[config.mk]
export PLATFORM = sky130hd
export DESIGN_NAME = tpg_ctrl
export DESIGN_NICKNAME = d
export VERILOG_FILES = /design/src/tpg_pkg.sv /design/src/tpg_sync.sv /design/src/tpg_ctrl.sv
export SDC_FILE = /design/constraint.sdc
export NUM_CORES = 1
export LEC_CHECK = 0
export BUFFER_PORTS_ARGS = -buffer_cell sky130_fd_sc_hd__buf_2
export CORE_ASPECT_RATIO = 0.9
export CORE_MARGIN = 2
export CORE_UTILIZATION = 30
export CTS_BUF_LIST = sky130_fd_sc_hd__clkbuf_8
export DETAILED_ROUTE_END_ITERATION = 6
export PLACE_DENSITY = 0.61
export SLEW_MARGIN = 25
export SYNTH_ARGS = -nofsm -noshare
export SYNTH_HDL_FRONTEND = slang
export SYNTH_SLANG_ARGS = --single-unit
export TNS_END_PERCENT = 50
[constraint.sdc]
create_clock -name core_clk_i -period 0.8 [get_ports core_clk_i]
set_input_delay 0.12 -clock core_clk_i [delete_from_list [all_inputs] [get_ports core_clk_i]]
set_output_delay 0.12 -clock core_clk_i [all_outputs]
set_load 0.02 [all_outputs]
[src/tpg_pkg.sv]
// Purpose: constants and types for the timer pin control block
// Assumes: 32-bit classic Wishbone register access
// Notes:   one package, no imports
// Behaviour
// - Run-unhalted bit set keeps the counter running through any suspend.
// - Both select bits clear: counter stops one cycle after suspend is first seen.
// - Halt-at-period only: count on, stop once counter reaches the period.
// - Output-pin function bits 25/17 give the pin to general-purpose use.
// - Input-pin function bits 24/16 give the pin to general-purpose use.
// - Upper edge selects 13/12: zero means rising, one means falling.
// - Lower edge selects 5/4: zero means rising, one means falling.
// - An edge select matters only while its event-source bit is set.
// - Upper source bits 9/8 route events from pin edges; timer events pass only with all four source bits clear.
// - Lower source bits 1/0 route events from pin edges; timer events pass only with all four source bits clear.
// - All writable control bits reset to zero.
// - A pin in general-purpose use holds its timer half in reset.
package tpg_pkg;
	// ----------------------------------------------------------------
	// Register map
	// ----------------------------------------------------------------
	localparam logic [7:0]  EMU_OFS     = 8'h04;
	localparam logic [7:0]  PIN_OFS     = 8'h08;
	localparam logic [7:0]  IRQ_STS_OFS = 8'h10;
	localparam logic [7:0]  IRQ_CLR_OFS = 8'h14;
	localparam logic [7:0]  IRQ_EN_OFS  = 8'h18;
	localparam logic [31:0] EMU_MASK    = 32'h0000_0003;
	localparam logic [31:0] PIN_MASK    = 32'h0303_3333;
	localparam logic [31:0] RST_VAL     = 32'h0000_0000;
	// Field positions
	localparam int FREE_BIT = 0;
	localparam int SOFT_BIT = 1;
	localparam int LO_GP    = 16;
	localparam int HI_GP    = 24;
	localparam int LO_SRC   = 0;
	localparam int HI_SRC   = 8;
	localparam int LO_INV   = 4;
	localparam int HI_INV   = 12;
	localparam int SYNC_LEN = 2;

	// Pin index order: 0 lower in, 1 lower out, 2 upper in, 3 upper out
	typedef struct packed {
		logic [3:0] pins;
	} tpg_pins_t;
endpackage

[src/tpg_sync.sv]
// Purpose: two-flop synchroniser for the timer pins
// Assumes: pins are asynchronous to core_clk_i
// Notes:   first stage is read only by the second
`timescale 1ns/1ps
module tpg_sync #(
	parameter int W = 4
) (
	// Clock and reset
	input  wire logic         clk_i,
	input  wire logic         rst_n_i,
	// Data
	input  wire logic [W-1:0] d_i,
	output logic      [W-1:0] q_o
);
	typedef struct packed {
		logic [W-1:0] s1;
		logic [W-1:0] s2;
	} tpg_sync_t;
	tpg_sync_t r;
	tpg_sync_t next_r;

	// Shift chain
	always_comb begin
		next_r.s1 = d_i;
		next_r.s2 = r.s1;
	end

	always_ff @(posedge clk_i or negedge rst_n_i) begin
		if (!rst_n_i) begin
			r <= '0;
		end else begin
			r <= next_r;
		end
	end

	assign q_o = r.s2;
endmodule

[src/tpg_ctrl.sv]
// Purpose: emulation suspend and timer pin event control registers
// Assumes: classic Wishbone slave, one clock, pins asynchronous
// Notes:   counter-at-period flag comes from the timer core as an input
`timescale 1ns/1ps
module tpg_ctrl (
	// Clock and reset
	input  wire logic        core_clk_i,
	input  wire logic        rst_n_i,
	// Wishbone slave
	input  wire logic        wb_cyc_i,
	input  wire logic        wb_stb_i,
	input  wire logic        wb_we_i,
	input  wire logic [7:0]  wb_adr_i,
	input  wire logic [3:0]  wb_sel_i,
	input  wire logic [31:0] wb_dat_i,
	output logic      [31:0] wb_dat_o,
	output logic             wb_ack_o,
	// Timer core side
	input  wire logic        suspend_i,
	input  wire logic        timer_evt_i,
	input  wire logic        count_at_period_i,
	input  wire logic [1:0]  half_rst_req_i,
	output logic             count_en_o,
	output logic      [1:0]  half_rst_o,
	output logic      [3:0]  pin_gp_o,
	output logic             event_o,
	// Interrupt
	output logic             irq_o,
	// Timer pins, synchronised here
	input  wire logic [3:0]  pins_i
);
	// ----------------------------------------------------------------
	// State
	// ----------------------------------------------------------------
	typedef struct packed {
		logic        rs1;
		logic        rs2;
		logic [31:0] emu;
		logic [31:0] pin;
		logic [3:0]  last;
		logic [4:0]  sts;
		logic [4:0]  en;
		logic        halted;
		logic        ack;
		logic [31:0] dat;
		logic        cnt_en;
		logic [1:0]  hrst;
		logic [3:0]  gp;
		logic        evt;
		logic        irq;
	} tpg_state_t;

	tpg_state_t r;
	tpg_state_t next_r;
	logic       rst_n;
	logic [3:0] pin_s;
	// Synchronised pin levels carried as the shared pin bundle
	tpg_pkg::tpg_pins_t pins_q;
	logic [3:0] edge_hit;
	logic [3:0] src;
	logic [3:0] inv;
	logic [4:0] events;
	logic       wr;
	logic       rd;

	// Merge a write under byte enables, keeping only writable bits
	function automatic logic [31:0] merge(input logic [31:0] old,
		input logic [31:0] d, input logic [3:0] sel, input logic [31:0] m);
		logic [31:0] bm;
		bm = {{8{sel[3]}}, {8{sel[2]}}, {8{sel[1]}}, {8{sel[0]}}};
		return ((old & ~bm) | (d & bm)) & m;
	endfunction

	// ----------------------------------------------------------------
	// Reset release and pin synchronisers
	// ----------------------------------------------------------------
	assign rst_n = r.rs2;

	tpg_sync #(.W(4)) u_sync (
		.clk_i   (core_clk_i),
		.rst_n_i (rst_n),
		.d_i     (pins_i),
		.q_o     (pins_q)
	);
	// Unpack once so the edge logic below stays readable
	assign pin_s = pins_q.pins;

	// Field extraction, pin order lower in, lower out, upper in, upper out
	assign src = {r.pin[tpg_pkg::HI_SRC+1], r.pin[tpg_pkg::HI_SRC],
		r.pin[tpg_pkg::LO_SRC+1], r.pin[tpg_pkg::LO_SRC]};
	assign inv = {r.pin[tpg_pkg::HI_INV+1], r.pin[tpg_pkg::HI_INV],
		r.pin[tpg_pkg::LO_INV+1], r.pin[tpg_pkg::LO_INV]};

	// Edge detection per pin; polarity applies only with source enabled
	genvar g;
	generate
		for (g = 0; g < 4; g++) begin : g_edge
			assign edge_hit[g] = src[g] && (inv[g] ?
				(r.last[g] && !pin_s[g]) :
				(!r.last[g] && pin_s[g]));
		end
	endgenerate

	// Bits 3:0 pin events, bit 4 timer event when no pin source
	assign events = {timer_evt_i && (src == 4'h0), edge_hit};
	// A held request is taken once: a high ack masks the strobe
	assign wr = wb_cyc_i && wb_stb_i && !r.ack && wb_we_i;
	assign rd = wb_cyc_i && wb_stb_i && !r.ack && !wb_we_i;

	// ----------------------------------------------------------------
	// Next state
	// ----------------------------------------------------------------
	always_comb begin
		next_r      = r;
		next_r.rs1  = 1'b1;
		next_r.rs2  = r.rs1;
		next_r.last = pin_s;
		next_r.ack  = wb_cyc_i && wb_stb_i && !r.ack;
		// Register writes
		if (wr) begin
			case (wb_adr_i)
				tpg_pkg::EMU_OFS: next_r.emu = merge(r.emu, wb_dat_i,
					wb_sel_i, tpg_pkg::EMU_MASK);
				tpg_pkg::PIN_OFS: next_r.pin = merge(r.pin, wb_dat_i,
					wb_sel_i, tpg_pkg::PIN_MASK);
				tpg_pkg::IRQ_EN_OFS: next_r.en = 5'(merge({27'h0, r.en},
					wb_dat_i, wb_sel_i, 32'h0000_001F));
				default: ;
			endcase
		end
		// Write-one clear; a new event in the same cycle wins
		if (wr && wb_adr_i == tpg_pkg::IRQ_CLR_OFS && wb_sel_i[0]) begin
			next_r.sts = r.sts & ~wb_dat_i[4:0];
		end
		next_r.sts = next_r.sts | events;
		// Read mux, unmapped reads zero
		next_r.dat = 32'h0000_0000;
		if (rd) begin
			case (wb_adr_i)
				tpg_pkg::EMU_OFS:     next_r.dat = r.emu;
				tpg_pkg::PIN_OFS:     next_r.dat = r.pin;
				tpg_pkg::IRQ_STS_OFS: next_r.dat = {27'h0, r.sts};
				tpg_pkg::IRQ_EN_OFS:  next_r.dat = {27'h0, r.en};
				default:              next_r.dat = 32'h0000_0000;
			endcase
		end
		// Suspend handling
		if (!suspend_i || r.emu[tpg_pkg::FREE_BIT]) begin
			next_r.halted = 1'b0;
		end else if (!r.emu[tpg_pkg::SOFT_BIT]) begin
			next_r.halted = 1'b1;
		end else if (count_at_period_i) begin
			next_r.halted = 1'b1;
		end
		// Registered enable: the counter sees a stop one cycle after the
		// request, which keeps the output glitch free at the cost of one
		// extra count on entry to a stop
		next_r.cnt_en = !(suspend_i && !r.emu[tpg_pkg::FREE_BIT]
			&& (!r.emu[tpg_pkg::SOFT_BIT] || r.halted
			|| count_at_period_i));
		// Pin function select
		next_r.gp = {r.pin[tpg_pkg::HI_GP+1], r.pin[tpg_pkg::HI_GP],
			r.pin[tpg_pkg::LO_GP+1], r.pin[tpg_pkg::LO_GP]};
		next_r.hrst = half_rst_req_i
			| {|next_r.gp[3:2], |next_r.gp[1:0]};
		next_r.evt = |events;
		next_r.irq = |(next_r.sts & r.en);
	end

	// Reset release chain runs off the raw reset
	always_ff @(posedge core_clk_i or negedge rst_n_i) begin
		if (!rst_n_i) begin
			r <= '0;
		end else begin
			r <= next_r;
		end
	end

	assign wb_dat_o   = r.dat;
	assign wb_ack_o   = r.ack;
	assign count_en_o = r.cnt_en;
	assign half_rst_o = r.hrst;
	assign pin_gp_o   = r.gp;
	assign event_o    = r.evt;
	assign irq_o      = r.irq;

	// ----------------------------------------------------------------
	// Checks
	// ----------------------------------------------------------------
	// Suspend modes: run free, stop at once, stop at the period
	free_runs_a: assert property (
		@(posedge core_clk_i) disable iff (!rst_n)
		r.emu[tpg_pkg::FREE_BIT] && suspend_i |=> count_en_o)
		else $error("counter stopped in free mode");

	hard_stop_a: assert property (
		@(posedge core_clk_i) disable iff (!rst_n)
		suspend_i && r.emu[1:0] == 2'b00 |=> !count_en_o)
		else $error("counter ran in hard stop");

	soft_stop_a: assert property (
		@(posedge core_clk_i) disable iff (!rst_n)
		suspend_i && r.emu[1:0] == 2'b10 && count_at_period_i
		|=> !count_en_o)
		else $error("counter passed period in soft stop");

	soft_runs_a: assert property (
		@(posedge core_clk_i) disable iff (!rst_n)
		suspend_i && r.emu[1:0] == 2'b10 && !r.halted
		&& !count_at_period_i |=> count_en_o)
		else $error("counter stopped early in soft stop");

	halt_hold_a: assert property (
		@(posedge core_clk_i) disable iff (!rst_n)
		suspend_i && r.emu[1:0] == 2'b10 && r.halted |=> !count_en_o)
		else $error("counter restarted in soft stop");

	// Pin function bits reach the outputs one cycle after the register
	gp_out_a: assert property (
		@(posedge core_clk_i) disable iff (!rst_n)
		##1 pin_gp_o[3] == $past(r.pin[25]))
		else $error("upper out pin function wrong");

	gp_lo_out_a: assert property (
		@(posedge core_clk_i) disable iff (!rst_n)
		##1 pin_gp_o[1] == $past(r.pin[17]))
		else $error("lower out pin function wrong");

	gp_in_a: assert property (
		@(posedge core_clk_i) disable iff (!rst_n)
		##1 pin_gp_o[0] == $past(r.pin[16]))
		else $error("lower in pin function wrong");

	gp_up_in_a: assert property (
		@(posedge core_clk_i) disable iff (!rst_n)
		##1 pin_gp_o[2] == $past(r.pin[24]))
		else $error("upper in pin function wrong");

	// Edge capture in status; polarity counts only with the source set
	rise_evt_a: assert property (
		@(posedge core_clk_i) disable iff (!rst_n)
		r.pin[8] && !r.pin[12] && !r.last[2] && pin_s[2] |=> r.sts[2])
		else $error("rising edge missed");

	fall_up_a: assert property (
		@(posedge core_clk_i) disable iff (!rst_n)
		r.pin[9] && r.pin[13] && r.last[3] && !pin_s[3] |=> r.sts[3])
		else $error("upper falling edge missed");

	fall_evt_a: assert property (
		@(posedge core_clk_i) disable iff (!rst_n)
		r.pin[0] && r.pin[4] && r.last[0] && !pin_s[0] |=> r.sts[0])
		else $error("falling edge missed");

	rise_lo_a: assert property (
		@(posedge core_clk_i) disable iff (!rst_n)
		r.pin[1] && !r.pin[5] && !r.last[1] && pin_s[1] |=> r.sts[1])
		else $error("lower rising edge missed");

	no_src_a: assert property (
		@(posedge core_clk_i) disable iff (!rst_n)
		!r.pin[1] && !r.sts[1] && !(wr && wb_adr_i == tpg_pkg::PIN_OFS)
		|=> !r.sts[1])
		else $error("event from disabled pin source");

	upper_quiet_a: assert property (
		@(posedge core_clk_i) disable iff (!rst_n)
		!r.pin[9] && !r.sts[3] |=> !r.sts[3])
		else $error("event from disabled upper pin");

	// Timer events count only while no pin is an event source
	timer_src_a: assert property (
		@(posedge core_clk_i) disable iff (!rst_n)
		timer_evt_i && (r.pin & 32'h0000_0303) == 32'h0
		|=> event_o && r.sts[4])
		else $error("timer event lost");

	timer_mask_a: assert property (
		@(posedge core_clk_i) disable iff (!rst_n)
		r.pin[8] && !r.sts[4] |=> !r.sts[4])
		else $error("timer event while pin sources");

	// Pin use keeps the matching timer half in reset
	hold_rst_a: assert property (
		@(posedge core_clk_i) disable iff (!rst_n)
		pin_gp_o[3] |-> half_rst_o[1])
		else $error("upper half released in pin mode");

	hold_lo_a: assert property (
		@(posedge core_clk_i) disable iff (!rst_n)
		pin_gp_o[0] |-> half_rst_o[0])
		else $error("lower half released in pin mode");

	// Reserved bits and unmapped reads stay zero
	rsvd_a: assert property (
		@(posedge core_clk_i) disable iff (!rst_n)
		(r.pin & ~tpg_pkg::PIN_MASK) == 32'h0 && r.emu[31:2] == 30'h0)
		else $error("reserved bit set");

	rd_zero_a: assert property (
		@(posedge core_clk_i) disable iff (!rst_n)
		rd && wb_adr_i > tpg_pkg::IRQ_EN_OFS |=> wb_dat_o == 32'h0)
		else $error("unmapped read not zero");

	// Bus handshake and sticky status
	ack_once_a: assert property (
		@(posedge core_clk_i) disable iff (!rst_n)
		wb_ack_o |=> !wb_ack_o)
		else $error("ack held longer than one cycle");

	sticky_a: assert property (
		@(posedge core_clk_i) disable iff (!rst_n)
		r.sts[4] && !(wr && wb_adr_i == tpg_pkg::IRQ_CLR_OFS)
		|=> r.sts[4])
		else $error("status bit lost without clear");

	// Main scenarios that the bench should reach
	wr_cov: cover property (@(posedge core_clk_i) wr && wb_ack_o == 1'b0);
	sus_cov: cover property (@(posedge core_clk_i) suspend_i && !count_en_o);
	irq_cov: cover property (@(posedge core_clk_i) irq_o);
	edge_cov: cover property (@(posedge core_clk_i) |edge_hit);
	halt_cov: cover property (@(posedge core_clk_i) r.halted && suspend_i);
endmodule

==> flow_metrics.env, run 1 <==
export IMPL_status="complete, but fails checks"
export IMPL_violations="negative hold slack, negative setup slack"
export IMPL_dp_cells=423
export IMPL_min_path_type="input pin to flop"
export IMPL_critPathCaptureType="flop"
export IMPL_synth_adder_area_share_pct=0
export IMPL_drt_wl_total_mm=5.89
export IMPL_seqPwrFrac_pct=47.4
export IMPL_layout_nets=383
export IMPL_first_pass_iters=4
export IMPL_cp_startpoint="wb_ack_o"
export IMPL_path_class="flop to flop"
export IMPL_port_buffer_count=63
export IMPL_async_flop_share_pct=100
export IMPL_synth_area_sq_um=2750
export IMPL_clk_latency_ns=0.34
export IMPL_ys_flop_type="dfrtp_1"
export IMPL_cts_sinks=63
export IMPL_clockBufferDepth=2
export IMPL_synth_top_family_by_area="simple AND/OR/NAND/NOR gates"
export IMPL_finalSetupTns_ns=-29.63
export IMPL_antenna_found_initial=1
export IMPL_synth_commonest_cells="dfrtp_1, buf_4, nand2_1"
export IMPL_synth_edf_count=0
export IMPL_p_leak_nw=1.99
export IMPL_synth_seq_cells=63
export IMPL_reg2reg_depth=5
export IMPL_dpl_cell_area_sq_um=3350
export IMPL_final_area_sq_um=3840
export IMPL_arrival_ns=1.76
export IMPL_drive_gt1_share_pct=50.6
export IMPL_yosys_area_top_type_share_pct=57.3
export IMPL_yosys_area_share_simple_pct=17.2
export IMPL_ir_drop_mv=0.938
export IMPL_fp_dieArea_sq_um=9950
export IMPL_syn_area_per_cell_sq_um=12.4
export IMPL_grt_pass1_vias=1962
export IMPL_htreeDepth=3
export IMPL_cts_tree="done"
export IMPL_coreArea_sq_um=9000
export IMPL_dp_hpwl_mm=4.16
export IMPL_fin_worst_skew_ns=0.0119
export IMPL_start_util_pct=30.6
export IMPL_wl_per_cell_um=13.0
export IMPL_cp_max_fo=5
export IMPL_yosysSeqAreaShare_pct=57.3
export IMPL_setup_violations=67
export IMPL_p_clk_share_pct=44.4
export IMPL_synthMuxAreaShare_pct=9.64
export IMPL_yosys_cell_types_count=39
export IMPL_p_per_area_nw_per_um2=1800
export IMPL_hold_path_depth=2
export IMPL_gp_congestion=0.772
export IMPL_timing_final_ws_setup_ns=-0.735
export IMPL_grt_overflow=0
export IMPL_viasPerCell=4.23
export IMPL_p_sw_mw=1.60
export IMPL_die_x_um=105
export IMPL_drt_initial_drc_count=80
export IMPL_fin_crit_ns=1.54
export IMPL_final_core_util_pct=42.7
export IMPL_yosys_warnings=0
export IMPL_r2r_start="wb_ack_o"
export IMPL_yosys_area_top_type="dfrtp_1"
export IMPL_syn2layout_area_growth_pct=39.7
export IMPL_grt_max_degree=56
export IMPL_clk_pin_slew_ns=0.08
export IMPL_synth_area_leaders="dfrtp_1, buf_4, mux2_2"
export IMPL_synth_compound_area_share_pct=4.09
export IMPL_switching_share_pct=23.1
export IMPL_hold_slack_ns=-0.0259
export IMPL_num_rows=33
export IMPL_slew_viol_final=0
export IMPL_max_freq_mhz=651
export IMPL_fin_crit_sh_pct=192
export IMPL_chipHeight_um=94.9
export IMPL_grt_first_pass_wirelength_mm=9.66
export IMPL_p_int_mw=5.33
export IMPL_maxCapViolCount=0
export IMPL_drc=0
export IMPL_rsz0062_at_grt="yes"
export IMPL_pwr_share_comb_pct=8.3
export IMPL_crit_path_start_kind="flop"
export IMPL_clockRootBuffer="clkbuf_8"
export IMPL_cts_buffers=9
export IMPL_num_vias=1912
export IMPL_final_cells=452
export IMPL_hold_viol=2
export IMPL_num_io_pins=100
export IMPL_required_ns=1.03
export IMPL_rrSetupSlack_ns=-0.74
export IMPL_n_antenna_cell=0
export IMPL_finalPower_mw=6.93
export IMPL_grt_usage_pct=12.8
export IMPL_ant_nets=0
export IMPL_synth_xor_area_share_pct=0.318
export IMPL_syn_instance_count=222
export IMPL_synth_most_common_cell="dfrtp_1"
per-stage QoR:
stage / setup WS, ns / hold slack (ns)
final: -0.735 / -0.0259
after global placement: -0.803 / 0.129
after global routing: -0.829 / -0.0362
after detailed placement: -0.922 / 0.134
after floorplan: -0.675 / -0.176
after CTS: -0.727 / -0.0508
power by group through the flow:
stage                     clock network, mW  registers (mW)  logic, mW
after floorplan                           0            3.35      0.293
final                                  3.07            3.28      0.574
after CTS                              3.18            3.28      0.567
after global placement                    0            3.34      0.505
after detailed placement                  0            3.34      0.512
after global routing                   3.32            3.29      0.633
cells by family (layout without fill, tap and decap cells):
group,Yosys count,after routing
AND/OR/NAND/NOR,75,75
flip-flops,63,63
buffers and inverters,42,133
multiplexers,24,24
AO/OA/AOI/OAI,15,15
other,2,19
XOR/XNOR,1,1
placed cells by master, fill, tap and decap left out, types with 4 or more instances in the layout:
cell and instances:
mux2i_1 4, conb_1 19, dlygate4sd3_1 8, and2_4 4, buf_4 36, nand2_1 14
mux2_2 5, nor2_1 8, buf_2 61, and3b_1 4, mux2_1 4, and2_1 6
mux2_4 11, dfrtp_1 62, nand3_1 6, clkbuf_8 10, buf_6 7
worst max-delay path, cell delays in order, from the launching register on:
cell and delay (ns):
dfrtp_2 0.40, nand4b_4 0.19, buf_12 0.16, buf_4 0.13, nor4_4 0.23, mux2_4 0.33
metal layers:
metal  routed length (um)  global-route usage [%]
met3                  339                    5.31
met5                   17                       0
met4                  125                    4.89
met2                 2870                    20.7
met1                 2530                    15.4
repair_timing:
item | in CTS | in global routing
setup buffers | 3 | 2
gates resized for setup | 23 | 18
endpoints found under the hold margin | 64 | 5
cloned | 0 | 1
setup endpoints to repair | 67 | 69
hold buffers | 7 | 1
pin swaps | 24 | 14
how the worst min path moves through the flow:
stage                           start          endpoint  slack, ns
finish              half_rst_req_i[1]     half_rst_o[1]      -0.03
CTS                 half_rst_req_i[1]     half_rst_o[1]      -0.05
global route        half_rst_req_i[0]     half_rst_o[0]      -0.04
detailed placement              rst_n  u_sync.next_r[3]       0.13
floorplan                     rst_n_i         async pin      -0.18
global placement                rst_n     u_sync.q_o[2]       0.13
final cells by class:
| type | count | area (sq um) |
|---|---|---|
| clock inverter | 6 | 85.1 |
| inverter | 2 | 7.51 |
| fill | 866 | 5160 |
| sequential | 63 | 1580 |
| timing repair buffer | 115 | 795 |
| multi-input combinational | 134 | 1090 |
| tap | 122 | 153 |
| clock buffer | 10 | 138 |
Power figures use the tool's default switching activity.
==> run 2, diff against run 1 <==
==> constraint.sdc (replaced) <==
create_clock -name core_clk_i -period 0.8 [get_ports core_clk_i]
set_input_delay 0.12 -clock core_clk_i [delete_from_list [all_inputs] [get_ports core_clk_i]]
set_output_delay 0.12 -clock core_clk_i [all_outputs]
set_load 0.01 [all_outputs]
==> run 2 against run 1 <==
Sequential cell count did not move. Critical path type unchanged. Non-clock buffer count rose by 4. Fmax rose by 4.2%. Clock power rose by 9.8%. Largest power group is now the clock network. First-iteration DRC count fell by 56%. The flow still finishes with violations (negative hold slack, negative setup slack).
==> flow_metrics.env, run 2 (synthesis gave the netlist of run 1 again) <==
export IMPL_max_freq_mhz=679
export IMPL_cp_max_fo=5
export IMPL_chipHeight_um=94.9
export IMPL_finalPower_mw=7.20
export IMPL_arrival_ns=1.70
export IMPL_p_per_area_nw_per_um2=1830
export IMPL_hold_start="half_rst_req_i[1]"
export IMPL_gp_congestion=0.797
export IMPL_path_class="flop to flop"
export IMPL_dpl_cell_area_sq_um=3370
export IMPL_holdPathEnd="half_rst_o[1]"
export IMPL_num_vias=1949
export IMPL_drt_wl_total_mm=5.91
export IMPL_hold_viol=2
export IMPL_finalSetupTns_ns=-28.10
export IMPL_drt_initial_drc_count=35
export IMPL_violations="negative hold slack, negative setup slack"
export IMPL_fin_crit_sh_pct=184
export IMPL_setup_violations=67
export IMPL_grt_max_degree=56
export IMPL_layout_commonest_cell="dfrtp_1"
export IMPL_final_core_util_pct=43.8
export IMPL_reg2reg_depth=5
export IMPL_port_buffer_count=63
export IMPL_critPathCaptureType="flop"
export IMPL_postCtsHoldBufs=9
export IMPL_die_x_um=105
export IMPL_status="complete, but fails checks"
export IMPL_cts_sinks=63
export IMPL_grt_usage_pct=12.8
export IMPL_final_area_sq_um=3940
export IMPL_slowest_delay_ns=0.38
export IMPL_min_path_type="input pin to flop"
export IMPL_hold_slack_ns=-0.0422
export IMPL_layout_nets=387
export IMPL_cts_buffers=9
export IMPL_clk_latency_ns=0.34
export IMPL_required_ns=1.03
export IMPL_num_io_pins=100
export IMPL_ir_drop_mv=0.950
export IMPL_seq_area_sq_um=1580
export IMPL_antenna_found_initial=0
export IMPL_timing_final_ws_setup_ns=-0.674
export IMPL_clockBufferDepth=2
export IMPL_grt_overflow=0
export IMPL_clockRootBuffer="clkbuf_8"
export IMPL_maxCapViolCount=0
export IMPL_fillCellCount=873
export IMPL_path_delay_family="flip-flops"
export IMPL_drive_gt1_share_pct=52.4
export IMPL_num_rows=33
export IMPL_viasPerCell=4.27
export IMPL_dp_hpwl_mm=4.14
export IMPL_final_cell_mix="dfrtp_1, buf_2, buf_4"
export IMPL_ant_nets=0
export IMPL_crit_path_start_kind="flop"
export IMPL_grt_pass1_vias=1944
export IMPL_p_leak_nw=2.06
export IMPL_htreeDepth=3
export IMPL_crit_buf_inv=2
export IMPL_rrSetupSlack_ns=-0.67
export IMPL_r2r_start="wb_ack_o"
export IMPL_fin_worst_skew_ns=0.00530
export IMPL_drc=0
export IMPL_slew_viol_final=0
export IMPL_cp_slowest_cell="dfrtp_1"
export IMPL_n_antenna_cell=0
export IMPL_cts_tree="done"
export IMPL_start_util_pct=30.6
export IMPL_rsz0062_at_grt="yes"
export IMPL_clk_pin_slew_ns=0.07
export IMPL_first_pass_iters=4
export IMPL_hold_path_depth=2
export IMPL_wl_per_cell_um=13.0
export IMPL_crit_chain="nand4b_4, buf_4, nor3_4, buf_12, mux2_4"
export IMPL_coreArea_sq_um=9000
export IMPL_fin_crit_ns=1.47
export IMPL_syn2layout_area_growth_pct=43.2
export IMPL_fp_dieArea_sq_um=9950
export IMPL_grt_first_pass_wirelength_mm=9.54
export IMPL_multi_input_area_sq_um=1120
## run 2: cell types whose count changed in the layout (fill, tap and decap cells not counted), sizes merged
cell,previous run,this run
inv,3,2
dlygate4sd3,8,9
bufinv,2,3
buf,107,110
## run 2: worst max path at each step
stage	slack, ns	to	cells past startpoint	start
6_report	-0.67	flop	5	wb_ack_o
5_1_grt	-0.75	irq_o	6	wb_ack_o
4_1_cts	-0.68	flop	5	wb_ack_o
3_5_place_dp	-0.87	irq_o	6	wb_adr_i[5]
3_3_place_gp	-0.81	irq_o	6	wb_adr_i[5]
2_1_floorplan	-0.67	irq_o	6	wb_adr_i[3]
## run 2: power breakdown
group / switching, mW / internal [mW]
logic: 0.283 / 0.261
clock network: 1.23 / 2.14
registers: 0.0342 / 3.25
total: 1.55 / 5.65
## run 2: layer usage
| layer | GRT usage [%] | share of wire (%) | vias up |
|---|---|---|---|
| li1 | - | - | 929 |
| met1 | 15.6 | 44 | 956 |
| met2 | 20.7 | 48 | 53 |
| met3 | 4.55 | 6.4 | 11 |
| met4 | 5.33 | 1.4 | 0 |
| met5 | 0 | 0 | - |
## run 2: worst register-to-register path, delay by kind of cell (launching register included)
kind,cells,cell delay (ns)
and+or+nand+nor,2,0.36
buffers and inverters,2,0.33
muxes,1,0.29
DFF,1,0.38
## run 2: per-stage QoR
stage	cells	setup WS [ns]
after floorplan	239	-0.675
after global placement	424	-0.809
after detailed placement	424	-0.874
after CTS	455	-0.684
after global routing	456	-0.753
final	456	-0.674
## run 2: what timing repair did
item,CTS,global route
gates cloned,1,0
endpoints found under the hold margin,65,2
resized for setup,33,14
pin swaps,24,8
setup endpoints to repair,69,69
buffers inserted,6,1
## run 2: cell type report
class | count | share of cell area [%]
inverters | 2 | 0.191
clock inverters | 6 | 2.73
repair buffers | 119 | 21.3
clock buffers | 10 | 3.49
multi-input cells | 134 | 28.4
well taps | 122 | 3.87
flip-flops and latches | 63 | 40.0
==> run 3, diff against run 2 <==
--- a/config.mk
+++ b/config.mk
@@ -7,7 +7,6 @@
 export LEC_CHECK = 0
 export BUFFER_PORTS_ARGS = -buffer_cell sky130_fd_sc_hd__buf_2
 export CORE_ASPECT_RATIO = 0.9
-export CORE_MARGIN = 2
 export CORE_UTILIZATION = 30
 export CTS_BUF_LIST = sky130_fd_sc_hd__clkbuf_8
 export DETAILED_ROUTE_END_ITERATION = 6
==> run 3 against run 2 <==
The run still ends with negative hold slack, negative setup slack left. Sequential cell count did not move. Global-route usage is 0.48 points higher. Sequential power about the same. Die area is 4.0% lower. Largest cell class unchanged.
==> flow_metrics.env, run 3 (synthesis gave the netlist of run 1 again) <==
export IMPL_fin_crit_ns=1.55
export IMPL_max_freq_mhz=643
export IMPL_p_sw_mw=1.58
export IMPL_rsz0062_at_grt="yes"
export IMPL_drt_initial_drc_count=45
export IMPL_first_pass_iters=4
export IMPL_grt_overflow=0
export IMPL_slew_viol_final=0
export IMPL_grt_max_degree=56
export IMPL_hold_start="half_rst_req_i[0]"
export IMPL_clk_pin_slew_ns=0.07
export IMPL_num_rows=32
export IMPL_r2r_start="wb_ack_o"
export IMPL_clockBufferDepth=2
export IMPL_htreeDepth=3
export IMPL_num_io_pins=100
export IMPL_dp_hpwl_mm=4.22
export IMPL_hold_viol=2
export IMPL_gp_congestion=0.853
export IMPL_port_buffer_count=63
export IMPL_slowest_delay_ns=0.40
export IMPL_p_int_mw=4.69
export IMPL_globalRouteMet1Util_pct=16.7
export IMPL_grt_util_met2_pct=20.5
export IMPL_cts_tree="done"
export IMPL_start_util_pct=31.5
export IMPL_finalPower_mw=6.26
export IMPL_drive_gt1_share_pct=50.8
export IMPL_n_antenna_cell=0
export IMPL_clk_latency_ns=0.34
export IMPL_violations="negative hold slack, negative setup slack"
export IMPL_p_clk_share_pct=39.1
export IMPL_multi_input_area_sq_um=1100
export IMPL_path_class="flop to flop"
export IMPL_layout_nets=382
export IMPL_viasPerCell=4.17
export IMPL_crit_buf_inv=1
export IMPL_p_leak_nw=1.98
export IMPL_cts_buffers=9
export IMPL_hold_slack_ns=-0.0269
export IMPL_drc=0
export IMPL_switching_share_pct=25.2
export IMPL_postCtsHoldBufs=7
export IMPL_grt_first_pass_wirelength_mm=9.32
export IMPL_ir_drop_mv=0.793
export IMPL_path_delay_family="simple AND/OR/NAND/NOR gates"
export IMPL_fillCellCount=844
export IMPL_drt_wl_total_mm=5.80
export IMPL_status="complete, but fails checks"
export IMPL_grt_use_met3_pct=3.92
export IMPL_setup_violations=67
export IMPL_cp_startpoint="wb_ack_o"
export IMPL_antenna_found_initial=0
export IMPL_critPathCaptureType="flop"
export IMPL_syn2layout_area_growth_pct=38.1
export IMPL_seq_area_sq_um=1580
export IMPL_dpl_cell_area_sq_um=3370
export IMPL_timing_final_ws_setup_ns=-0.754
export IMPL_grt_busiest_layer="met2"
export IMPL_chipHeight_um=92.9
export IMPL_final_area_sq_um=3800
export IMPL_p_per_area_nw_per_um2=1650
export IMPL_grt_usage_pct=13.2
export IMPL_crit_path_start_kind="flop"
export IMPL_wl_per_cell_um=12.9
export IMPL_num_vias=1866
export IMPL_pwr_share_comb_pct=8.5
export IMPL_fin_worst_skew_ns=0.00743
export IMPL_required_ns=1.02
export IMPL_cp_slowest_cell="dfrtp_1"
export IMPL_min_path_type="input pin to flop"
export IMPL_layout_commonest_cell="dfrtp_1"
export IMPL_seqPwrFrac_pct=52.4
export IMPL_final_cell_mix="dfrtp_1, buf_2, buf_4"
export IMPL_coreArea_sq_um=8730
export IMPL_maxCapViolCount=0
export IMPL_ant_nets=0
export IMPL_fp_dieArea_sq_um=9560
export IMPL_die_x_um=103
export IMPL_cts_sinks=63
export IMPL_grt_pass1_vias=1914
export IMPL_fin_crit_sh_pct=194
export IMPL_clockRootBuffer="clkbuf_8"
export IMPL_arrival_ns=1.78
export IMPL_cp_max_fo=5
export IMPL_crit_chain="nand4b_4, buf_6, nor4_4, mux2_2"
run 3: changes by cell type in the layout (fill, tap and decap cells not counted), sizes merged:
cell,previous run,this run
clkinv,2,3
dlygate4sd3,9,7
inv,2,3
bufinv,3,0
clkinvlp,1,2
buf,110,107
run 3: area by class of cell:
class                      count  area share, %
inverter                       2          0.198
sequential                    63           41.5
tap                          119           3.92
clock buffer                  10           3.62
timing repair buffer         114           20.9
multi-input combinational    134           28.9
clock inverter                 6          0.988
run 3: worst paths after layout:
path                       cells past startpoint            end  slack, ns
min in group asynchronous                      0  u_sync.q_o[2]       0.13
min reg2reg                                    0  u_sync.q_o[2]       0.13
min                                            2  half_rst_o[0]      -0.03
max                                            4           flop      -0.75
max in group asynchronous                      3          rst_n       0.24
max reg2reg                                    4           flop      -0.75
run 3: metrics by stage:
step / std cells / utilization [%] / setup WS, ns / hold WS, ns / TNS, ns
3_3_place_gp: 423 / 38.6 / -0.796 / 0.119 / -25.91
5_1_grt: 448 / 43.5 / -0.810 / -0.0461 / -32.31
3_5_place_dp: 423 / 38.6 / -0.889 / 0.136 / -26.60
6_report: 448 / 43.5 / -0.754 / -0.0269 / -29.15
2_1_floorplan: 239 / - / -0.675 / -0.176 / -22.82
4_1_cts: 447 / 43.0 / -0.761 / -0.0427 / -28.79
run 3: worst reg2reg max path: stages, from the launching register on:
cell and delay, ns:
dfrtp_1 0.40, nand4b_4 0.25, buf_6 0.17, nor4_4 0.26, mux2_2 0.37
run 3: what timing repair did:
| action | in CTS | in global routing |
|---|---|---|
| pin swaps | 16 | 8 |
| setup buffers | 1 | 1 |
| resized for setup | 32 | 8 |
| endpoints found under the hold margin | 63 | 2 |
| setup endpoints to repair | 67 | 69 |
run 3: power by group through the flow:
stage / Combinational, mW / Clock (mW) / Sequential, mW
after detailed placement: 0.471 / 0 / 3.34
after CTS: 0.527 / 2.53 / 3.28
final: 0.532 / 2.45 / 3.28
after global routing: 0.586 / 2.69 / 3.29
after global placement: 0.464 / 0 / 3.34
after floorplan: 0.249 / 0 / 3.34
run 3: per-layer routing:
metal	routed length, um	share of wire [%]
met3	264	4.6
met4	96	1.7
met2	2840	49
met5	0	0
met1	2600	45
